===== src/include/rx_link_pkg.sv =====
// constants and register map of the receive data link extractor
// ====================================================================
// Functional notes
// - each of three channels holds a 5-bit slot number choosing its slot.
// - in T1 the slot number is channel number minus one, values 0 to 23.
// - even qualifier set takes bits in even frames, clear takes none.
// - odd qualifier set takes bits in odd frames, clear takes none.
// - in E1 frame parity follows frame numbers 0 to 15 of the multiframe.
// - in T1 parity follows frames 1 to 12 (SF) or 1 to 24 (ESF).
// - an 8-bit mask passes only slot bits whose mask bit is one.
// - mask bit 7 is the first received bit, mask bit 0 the last.
// - with both qualifiers clear, slot and mask have no effect.
// - the three channels run independently, each feeding its own receiver.
// - channel one in T1 can route framer-located link bits as well as its slot bits.
package rx_link_pkg;
   // ================================================================
   // register offsets (printed offsets are not all word aligned: index)
   localparam logic [7:0] IDX_LINK1_CTRL  = 8'h28;
   localparam logic [7:0] IDX_LINK1_MASK  = 8'h29;
   localparam logic [7:0] IDX_LINK2_CTRL  = 8'h2A;
   localparam logic [7:0] IDX_LINK2_MASK  = 8'h2B;
   localparam logic [7:0] IDX_LINK3_CTRL  = 8'h2C;
   localparam logic [7:0] IDX_LINK3_MASK  = 8'h2D;
   localparam logic [7:0] IDX_MODE        = 8'h2E;
   localparam int         ADDR_LSB        = 2;
   localparam int         ADDR_W          = 12;
   // ================================================================
   // field positions
   localparam int         BIT_EVEN        = 7;
   localparam int         BIT_ODD         = 6;
   localparam int         BIT_FLT_EN      = 5;
   localparam int         SLOT_HI         = 4;
   localparam int         MODE_E1_BIT     = 0;
   // ================================================================
   // reset values
   localparam logic [7:0] RST_CTRL1       = 8'h20;
   localparam logic [7:0] RST_CTRL        = 8'h00;
   localparam logic [7:0] RST_MASK        = 8'h00;
   localparam logic [7:0] RST_MODE        = 8'h00;
   localparam logic [2:0] LAST_BIT        = 3'h7;
   localparam int         NUM_LINKS       = 3;
endpackage


===== src/rx_link_extractor.sv =====
// receive data link extractor with APB register slave
`timescale 1ns/100ps
module rx_link_extractor
(
   input  wire logic                  clk,
   input  wire logic                  rst,
   // apb slave
   input  wire logic                  psel,
   input  wire logic                  penable,
   input  wire logic                  pwrite,
   input  wire logic [rx_link_pkg::ADDR_W-1:0] paddr,
   input  wire logic [31:0]           pwdata,
   output logic      [31:0]           prdata,
   output logic                       pready,
   output logic                       pslverr,
   // receive framer position, one bit per valid cycle
   input  wire logic                  rxBitValid,
   input  wire logic                  rxData,
   input  wire logic [4:0]            rxSlot,
   input  wire logic [2:0]            rxBitIdx,
   input  wire logic [4:0]            rxFrameNum,
   input  wire logic                  rxFramingLinkBit,
   // hdlc receive unit feeds, one per link
   output logic      [rx_link_pkg::NUM_LINKS-1:0] linkData,
   output logic      [rx_link_pkg::NUM_LINKS-1:0] linkStrobe
);
   import rx_link_pkg::*;
   // ================================================================
   // registers
   logic [7:0]  ctrl_ff [NUM_LINKS];
   logic [7:0]  mask_ff [NUM_LINKS];
   logic [7:0]  mode_ff;
   logic [7:0]  regIdx;
   logic        access;
   logic        hit;
   logic [7:0]  rdVal;

   assign regIdx  = paddr[ADDR_LSB +: 8];
   assign access  = psel && penable;
   assign pready  = 1'b1;
   assign hit     = (regIdx >= IDX_LINK1_CTRL) && (regIdx <= IDX_MODE)
                    && (paddr[ADDR_LSB-1:0] == 2'h0)
                    && (paddr[ADDR_W-1:ADDR_LSB+8] == '0);
   assign pslverr = access && !hit;

   always_ff @(posedge clk)
   begin
      if (rst)
      begin
         ctrl_ff[0] <= RST_CTRL1;
         ctrl_ff[1] <= RST_CTRL;
         ctrl_ff[2] <= RST_CTRL;
         mask_ff[0] <= RST_MASK;
         mask_ff[1] <= RST_MASK;
         mask_ff[2] <= RST_MASK;
         mode_ff    <= RST_MODE;
      end
      else if (access && pwrite && hit)
      begin
         case (regIdx)
            IDX_LINK1_CTRL: ctrl_ff[0] <= pwdata[7:0];
            IDX_LINK1_MASK: mask_ff[0] <= pwdata[7:0];
            IDX_LINK2_CTRL: ctrl_ff[1] <= pwdata[7:0];
            IDX_LINK2_MASK: mask_ff[1] <= pwdata[7:0];
            IDX_LINK3_CTRL: ctrl_ff[2] <= pwdata[7:0];
            IDX_LINK3_MASK: mask_ff[2] <= pwdata[7:0];
            IDX_MODE:       mode_ff    <= pwdata[7:0];
            default:        mode_ff    <= mode_ff;
         endcase
      end
   end

   always_comb
   begin
      case (regIdx)
         IDX_LINK1_CTRL: rdVal = ctrl_ff[0];
         IDX_LINK1_MASK: rdVal = mask_ff[0];
         IDX_LINK2_CTRL: rdVal = ctrl_ff[1];
         IDX_LINK2_MASK: rdVal = mask_ff[1];
         IDX_LINK3_CTRL: rdVal = ctrl_ff[2];
         IDX_LINK3_MASK: rdVal = mask_ff[2];
         IDX_MODE:       rdVal = mode_ff;
         default:        rdVal = 8'h00;
      endcase
   end

   // read data registered once the setup cycle shows a read
   always_ff @(posedge clk)
   begin
      if (rst)
         prdata <= 32'h0000_0000;
      else if (psel && !penable && !pwrite)
         prdata <= {24'h00_0000, rdVal};
   end

   // ================================================================
   // per-link extraction
   logic isE1;
   logic frameOdd;
   assign isE1 = mode_ff[MODE_E1_BIT];
   // e1 numbers frames 0..15, t1 1..12 or 1..24: the count value's lsb
   // is the parity in both cases, given the framer numbers as stated
   assign frameOdd = rxFrameNum[0];

   genvar g;
   generate
      for (g = 0; g < NUM_LINKS; g++)
      begin : gLink
         logic takeFrame;
         logic takeSlot;
         logic takeFlt;
         logic slotMatch;
         assign slotMatch = (rxSlot == ctrl_ff[g][SLOT_HI:0]);
         assign takeFrame = (ctrl_ff[g][BIT_EVEN] && !frameOdd)
                            || (ctrl_ff[g][BIT_ODD] && frameOdd);
         // mask bit 7 is the first bit received (index 0)
         assign takeSlot  = takeFrame && slotMatch
                            && mask_ff[g][LAST_BIT - rxBitIdx];
         // framer-located link only on link one, and never in e1
         if (g == 0)
         begin : gFlt
            assign takeFlt = ctrl_ff[0][BIT_FLT_EN] && !isE1
                             && rxFramingLinkBit;
         end
         else
         begin : gNoFlt
            assign takeFlt = 1'b0;
         end

         always_ff @(posedge clk)
         begin
            if (rst)
            begin
               linkStrobe[g] <= 1'b0;
               linkData[g]   <= 1'b0;
            end
            else
            begin
               linkStrobe[g] <= rxBitValid && (takeSlot || takeFlt);
               if (rxBitValid && (takeSlot || takeFlt))
                  linkData[g] <= rxData;
            end
         end
      end
   endgenerate
endmodule // rx_link_extractor

===== config.mk =====
export PLATFORM = sky130hd
export DESIGN_NAME = rx_link_extractor
export DESIGN_NICKNAME = d
export VERILOG_FILES = /design/src/include/rx_link_pkg.sv /design/src/rx_link_extractor.sv
export SDC_FILE = /design/constraint.sdc
export NUM_CORES = 1
export LEC_CHECK = 0
export BUFFER_PORTS_ARGS = -buffer_cell sky130_fd_sc_hd__buf_2
export CORE_MARGIN = 2
export CORE_UTILIZATION = 54
export CTS_BUF_LIST = sky130_fd_sc_hd__clkbuf_2
export CTS_CLUSTER_DIAMETER = 80
export DETAILED_ROUTE_END_ITERATION = 6
export GPL_TIMING_DRIVEN = 1
export PLACE_DENSITY = 0.83
export SETUP_SLACK_MARGIN = 0.3
export SLEW_MARGIN = 20
export SYNTH_ARGS = -nofsm -noshare
export SYNTH_HDL_FRONTEND = slang
export SYNTH_SLANG_ARGS = --single-unit

===== constraint.sdc =====
create_clock -name clk -period 1.9 [get_ports clk]
set_clock_uncertainty 0.1 [all_clocks]
set_input_delay 0.095 -clock clk [delete_from_list [all_inputs] [get_ports clk]]
set_output_delay 0.095 -clock clk [all_outputs]
set_load 0.02 [all_outputs]

Word level (Yosys, flattened, before mapping)

Memories as Yosys holds them, arrays and structs flattened.
Cells that the tools add are included.

Register bits after elaboration: 22
RAM bits: 48
Bits of input ports: 65
Output and inout port bits: 40
Logic and storage cells: 107
Memories kept: 2

Memories:

| memory  | words | width | rd ports | clocked after Yosys merged registers in | write ports | line                    | text |
|---|---|---|---|---|---|---|---|
| ctrl_ff | 3     | 8     | 3        | 0                                       | 3           | rx_link_extractor.sv:30 | `logic [7:0] ctrl_ff [NUM_LINKS];` |
| mask_ff | 3     | 8     | 3        | 0                                       | 3           | rx_link_extractor.sv:31 | `logic [7:0] mask_ff [NUM_LINKS];` |

Add/subtract/negate cells: 1
Magnitude comparators: 3
Equality and inequality tests: 10
Mux-type cells: 39
Bitwise operators: 6
Reduce and logical (&&, ||, !) cells: 38

Operators by type and width:

| operator                                                          | number |
|---|---|
| == test 8 x 6 -> 1 bit, second input constant                     | 7 |
| one-hot mux 8 bit (7 select lines)                                | 1 |
| 2-to-1 mux 8 bit                                                  | 6 |
| 2-to-1 mux 1 bit                                                  | 29 |
| logical AND 1 bit                                                 | 26 |
| == test 5 bit                                                     | 3 |
| binary-select mux 1 bit (select 3 bit)                            | 3 |
| greater-or-equal comparator 8 x 6 -> 1 bit, second input constant | 1 |
| <= comparator 8 x 6 -> 1 bit, second input constant               | 1 |
| OR 1 bit                                                          | 6 |
| zero test 1 bit                                                   | 5 |
| zero test 2 bit                                                   | 2 |
| logical OR 1 bit                                                  | 4 |
| less-than comparator 3 x 4 -> 1 bit, second input constant        | 1 |
| subtractor 3 bit, first input constant                            | 1 |
| AND reduction 2 bit                                               | 1 |

Logic depth before layout (Yosys ltp)

Gate-level depths: netlist (run 1).

Word-level depth: 9
Mapped depth: 7
Gate-level depth less buffers: 5

Least setup slack after synthesis (run 1)

OpenSTA, ideal clock, no wires.

Kind: input-to-reg
Start: in paddr[6] in the netlist's numbering
End: mem ctrl_ff[0][0] (enable)
Setup time: 326 ps
Arrival time: 1213 ps
Required time: 1474 ps
Path slack: 261 ps
Stages on the path: 4
Path buffers: 0
Path through: nor4b_4 nand3_4 nor3_1 a21o_1

RTL lines:

| item               | line                    | text |
|---|---|---|
| start: declaration | rx_link_extractor.sv:11 | `input wire logic [rx_link_pkg::ADDR_W-1:0] paddr,` |
| end: declaration   | rx_link_extractor.sv:30 |  |

==> results.md, run 1 <==
* CTS buffer count at 9
* TritonCTS clock tree: built
* Maximum number of pins on one net before global-route repair at 22
* Worst-Skew Late Latency at 490 ps
* Register area share after synthesis at 0.525
* Main combinational cell family by area after synthesis: multiplexers
* Setup_tns at 0 ps
* Max frequency at 572 MHz
* Time the worst path needs with I/O delays and setup at 1750 ps
* Mapped Cells at 282
* Synth-to-layout area growth at 19.4%
* End of the worst hold path: prdata[4]
* Share of cells above drive strength 1 at 0.358
* TritonRoute pass-1 iters at 4
* Multiplexer share of the synthesized area at 0.161
* Residual DRC at 0
* Max_cap viols at 0
* Max VDD drop at 0.453 mV
* Synth Warn # at 0
* Synth Area in Simple Gates at 0.121
* CTS root buf: clkbuf_2
* Avg Cell Area, Syn at 12.7 sq um
* Ports placed on the boundary at 105
* Routed Antenna Nets at 0
* Leak at 0.00173 uW
* Starting Density at 0.562
* Final setup fails at 0
* Commonest non-fill, non-tap cell in the layout: buf_2
* Final hold vios at 0
* Worst hold start: psel
* GP Congestion at 1.01
* Die Area at 0.00731 sq mm
* Synth Area in Adders at 0
* Fin worst setup slack at 150 ps
* Clock Tree Buf Depth at 2
* CP max FO at 2
* Die Ht at 85.5 um
* Chip width at 85.5 um
* Async SR Flop Fraction at 0
* I/O Buffers at 51
* R2R Path Start: ctrl_ff[0][10]
* Synth Area in Compound Gates at 0.0722
* Core Region at 0.00639 sq mm
* Crit. End Element: flop
* Clock Pin Slew Worst Setup and Hold Paths at 190 ps
* Cell variety after synth at 43
* Clk sinks at 70
* Via count at 2522
* Pwr per Cell Area at 666 mW/mm^2
* Power, Total at 2850 uW
* Total gr overflow at 0
* CP startpoint kind: flop
* Global-route wire length before repair at 13100 um
* Nets@finish at 432
* Total GRT Usage at 0.247
* Cells after DPL at 410
* R2R depth at 6
* Fin cells at 449
* DR WL/cell at 19.2 um
* CTS HTree Levels at 3
* Worst r2r dst: linkData[1]
* Primary FF master, synth: edfxtp_1
* Number of global-route vias before repair at 2474
* Number of synthesized flops with an enable pin at 48
* Cell Area, Synth at 0.00359 sq mm
* Hold depth at 4
* Worst slew margin at 0.619
* Crit Path Class: flop to flop
* XOR/XNOR Fraction of Synth Area at 0.0366
* Hold Crit Class: input pin to flop
* Seq cells post-synth at 70
* DR iter-0 viols at 206
* Number of diodes at 0
* Tightest Pin Transition at 572 ps
* Slew Viols, Final at 0
* Period utilization at 0.921
* Reg-to-reg slack, setup at 150 ps
* Status: finished clean
* RSZ-0062 raised after global routing: true
* Worst EP arrival at 2050 ps
* Final wirelength at 8640 um
* DP Worst Slack at 10.7 ps
* CP required at 2200 ps
* # rows at 29
* Vias per inst at 5.62
* Most frequent cells in the layout: buf_2, edfxtp_1, buf_4
* HPWL Detailed at 6370 um
* Antenna violations before repair at 0
[synth_stat cells (3+ instances only)]
library cell,instances,area share
o21ai_0,11,0.015
xnor2_1,14,0.034
nand4_1,3,0.0052
mux2_2,7,0.022
nor2_1,18,0.019
a22oi_1,6,0.013
nand3_1,3,0.0042
a21o_1,4,0.0084
o22ai_1,3,0.0052
buf_4,27,0.057
mux4_2,11,0.069
a31o_2,3,0.0073
nor2b_1,5,0.0087
buf_2,3,0.0042
dfxtp_1,22,0.12
nand2_1,16,0.017
and3_1,16,0.028
edfxtp_1,48,0.40
mux2i_1,25,0.070
clkbuf_1,6,0.0063
[layout make-up]
class | count | area, sq um
Clock inverter | 6 | 30.0
Fill cell | 472 | 2100
Clock buffer | 10 | 50.0
Tap cell | 77 | 96.3
Sequential cell | 70 | 1880
Inverter | 2 | 7.51
Timing Repair Buffer | 92 | 631
Multi-Input combinational cell | 192 | 1590
[state kept, by name, summed over array words and instances, names as in the netlist]
signal	count
linkStrobe	3
ctrl_ff	24
mode_ff	8
linkData	3
mask_ff	24
prdata	8
[layer usage]
layer / GRT usage / wire, um / share of wire / up-vias
met3: 0.0510 / 737 / 0.085 / 12
met5: 0 / 0 / 0 / -
met2: 0.410 / 4310 / 0.50 / 121
li1: - / - / - / 1172
met4: 0.110 / 179 / 0.021 / 0
met1: 0.314 / 3420 / 0.40 / 1217
[cell families after synthesis]
logic type | count (synthesis)
AO/OA/AOI/OAI | 36
flip-flops | 70
multiplexers | 43
buffers and inverters | 43
other | 2
AND/OR/NAND/NOR | 73
XOR/XNOR | 15
[how the worst max path moves through the flow]
stage | start | to | slack, ps | depth (start not counted)
after floorplan | paddr[6] | mask_ff[0][0] | 280 | 5
after global placement | ctrl_ff[0][2] | linkData[0] | 20 | 5
after detailed placement | ctrl_ff[0][2] | linkData[0] | 10 | 5
after CTS | mask_ff[0][22] | linkData[2] | 170 | 6
after global routing | ctrl_ff[0][10] | linkData[1] | 70 | 6
final | ctrl_ff[0][10] | linkData[1] | 150 | 6
[per-stage QoR]
stage / hold WS [ps] / instance area [sq um] / utilization
detailed placement: 271 / 3930 / 0.616
floorplan: 142 / 3700 / -
CTS: 4.37 / 4210 / 0.659
global placement: 258 / 3930 / 0.616
global route: 50.9 / 4280 / 0.670
finish: 11.4 / 4280 / 0.670
[worst max-delay path, stage by stage, from the launching register on]
cell      delay (ps)
edfxtp_1         470
xnor2_2          200
nand2_1          100
nor4_1           370
buf_4            200
mux2i_1          170
nor2_1            60
[repair_timing]
action	in CTS	in global routing
hold endpoints to repair	66	0
hold buffers	12	0
pin swaps	3	1
setup endpoints to repair	6	10
gates resized for setup	5	7
setup buffers	5	6
[power breakdown]
| group | internal, uW | switching (uW) | leakage, uW | total, uW |
|---|---|---|---|---|
| clock network | 162 | 514 | 0.0000565 | 676 |
| registers | 1680 | 35.3 | 0.000633 | 1710 |
| logic | 204 | 256 | 0.00104 | 460 |
(Power assumes the default switching activity.)
==> inputs of run 2 (changes only) <==
--- a/config.mk
+++ b/config.mk
@@ -10,6 +10,6 @@
 export CORE_UTILIZATION = 54
-export CTS_BUF_LIST = sky130_fd_sc_hd__clkbuf_2
+export CTS_BUF_LIST = sky130_fd_sc_hd__clkbuf_8
 export CTS_CLUSTER_DIAMETER = 80
 export DETAILED_ROUTE_END_ITERATION = 6
-export GPL_TIMING_DRIVEN = 1
+export GPL_TIMING_DRIVEN = 0
 export PLACE_DENSITY = 0.83
==> constraint.sdc (replaced) <==
create_clock -name clk -period 1.9 [get_ports clk]
set_clock_uncertainty 0.1 [all_clocks]
set_input_delay 0.38 -clock clk [delete_from_list [all_inputs] [get_ports clk]]
set_output_delay 0.38 -clock clk [all_outputs]
set_load 0.02 [all_outputs]
==> results.md, run 2 (synthesis results as in run 1) <==
* Status: finished clean
* Die Ht at 85.5 um
* Final hold vios at 0
* Min Hold Slack at 200 ps
* Worst-Skew Late Latency at 340 ps
* Routed Antenna Nets at 0
* Starting Density at 0.562
* Max frequency at 578 MHz
* Tightest Pin Transition at 618 ps
* I/O Buffers at 47
* CP required at 2020 ps
* DR iter-0 viols at 273
* DR WL/cell at 20.0 um
* CTS HTree Levels at 3
* Clock Tree Buf Depth at 2
* Biggest regs: ctrl_ff x24, mask_ff x24
* Fin cells at 462
* Switching pwr at 855 uW
* Total GRT Usage at 0.260
* Final setup fails at 0
* HPWL Detailed at 6590 um
* CP max FO at 2
* Power, Total at 3310 uW
* Crit Path Class: flop to flop
* Cts hold-fix bufs at 0
* Global-route wire length before repair at 13900 um
* Share of cells above drive strength 1 at 0.449
* Register area at 0.00188 sq mm
* CTS buffer count at 9
* Clk sinks at 70
* Leak at 0.00189 uW
* Max_cap viols at 0
* Clock Pin Slew Worst Setup and Hold Paths at 80 ps
* Nets@finish at 445
* Worst slew margin at 0.588
* Final wirelength at 9250 um
* Cells after DPL at 429
* Sw frac at 0.259
* Total gr overflow at 0
* CTS root buf: clkbuf_8
* CP startpoint kind: flop
* GP Congestion at 0.970
* Core Region at 0.00639 sq mm
* Fillers at 423
* Ports placed on the boundary at 105
* Slew Viols, Final at 0
* Via count at 2675
* Sequential power share at 0.519
* R2R depth at 5
* Crit. End Element: flop
* TritonRoute pass-1 iters at 6
* TritonCTS clock tree: built
* Time the worst path needs with I/O delays and setup at 1730 ps
* Period utilization at 0.911
* Vias per inst at 5.79
* Worst EP arrival at 1850 ps
* # rows at 29
* Setup_tns at 0 ps
* Chip width at 85.5 um
* RSZ-0062 raised after global routing: true
* Synth-to-layout area growth at 30.1%
* Antenna violations before repair at 0
* Gate power share at 0.158
* Number of global-route vias before repair at 2559
* Die Area at 0.00731 sq mm
* Post-DP Area at 0.00407 sq mm
* Power Internal at 2450 uW
* Pwr per Cell Area at 708 mW/mm^2
* Residual DRC at 0
* Hold depth at 3
* Clock share of power at 0.323
* Final Instance Area at 0.00467 sq mm
* Most frequent cells in the layout: edfxtp_1, buf_4, buf_2
* Hold Crit Class: input pin to flop
* Area of the multi-input gates at 0.00175 sq mm
* Number of diodes at 0
* Max VDD drop at 0.491 mV
* Commonest non-fill, non-tap cell in the layout: edfxtp_1
* Maximum number of pins on one net before global-route repair at 12
==> run 2: layer usage <==
metal,GRT usage,wire length (um),vias to the layer above
met5,0,0,-
met4,0.0736,252,0
met3,0.0597,860,26
met2,0.442,4600,177
met1,0.337,3530,1272
li1,-,-,1200
==> run 2: final timing paths <==
check / end / from / slack (ps)
max: linkData[0] / ctrl_ff[0][3] / 170
min: linkData[2] / rxData / 200
max reg2reg: linkData[0] / ctrl_ff[0][3] / 170
min reg2reg: prdata[7] / prdata[7] / 350
==> run 2: power groups by stage <==
stage / clock network (uW) / logic (uW) / registers (uW)
after floorplan: 0 / 306 / 1730
final: 1070 / 522 / 1720
after global routing: 1150 / 548 / 1720
after detailed placement: 0 / 434 / 1750
after CTS: 1070 / 483 / 1710
after global placement: 0 / 427 / 1750
==> run 2: area by class of cell <==
type                            instances  share of cell area
Multi-Input combinational cell        192               0.375
Tap cell                               77              0.0206
Inverter                                2             0.00161
Clock inverter                          5             0.00563
Clock buffer                           11              0.0324
Buffer                                 41              0.0750
Sequential cell                        70               0.403
Timing Repair Buffer                   64              0.0868
==> run 2: repair_timing <==
item,4_1_cts,5_1_grt
hold endpoints to repair,0,0
cloned,1,0
endpoints found under the setup margin,109,114
pin swaps,21,8
buffers inserted,12,4
resized for setup,39,24
==> run 2: stage by stage <==
step | utilization | worst slack [ps]
6_report | 0.731 | 170
5_1_grt | 0.731 | 106
4_1_cts | 0.713 | 154
3_5_place_dp | 0.637 | -491
3_3_place_gp | 0.637 | -483
2_1_floorplan | - | 18.7
==> run 2: worst max-delay path: stages, from the launching register on <==
cell	delay (ps)
edfxtp_1	410
xnor2_1	250
nand2_1	120
o41ai_4	450
mux2i_1	230
nor2_1	50
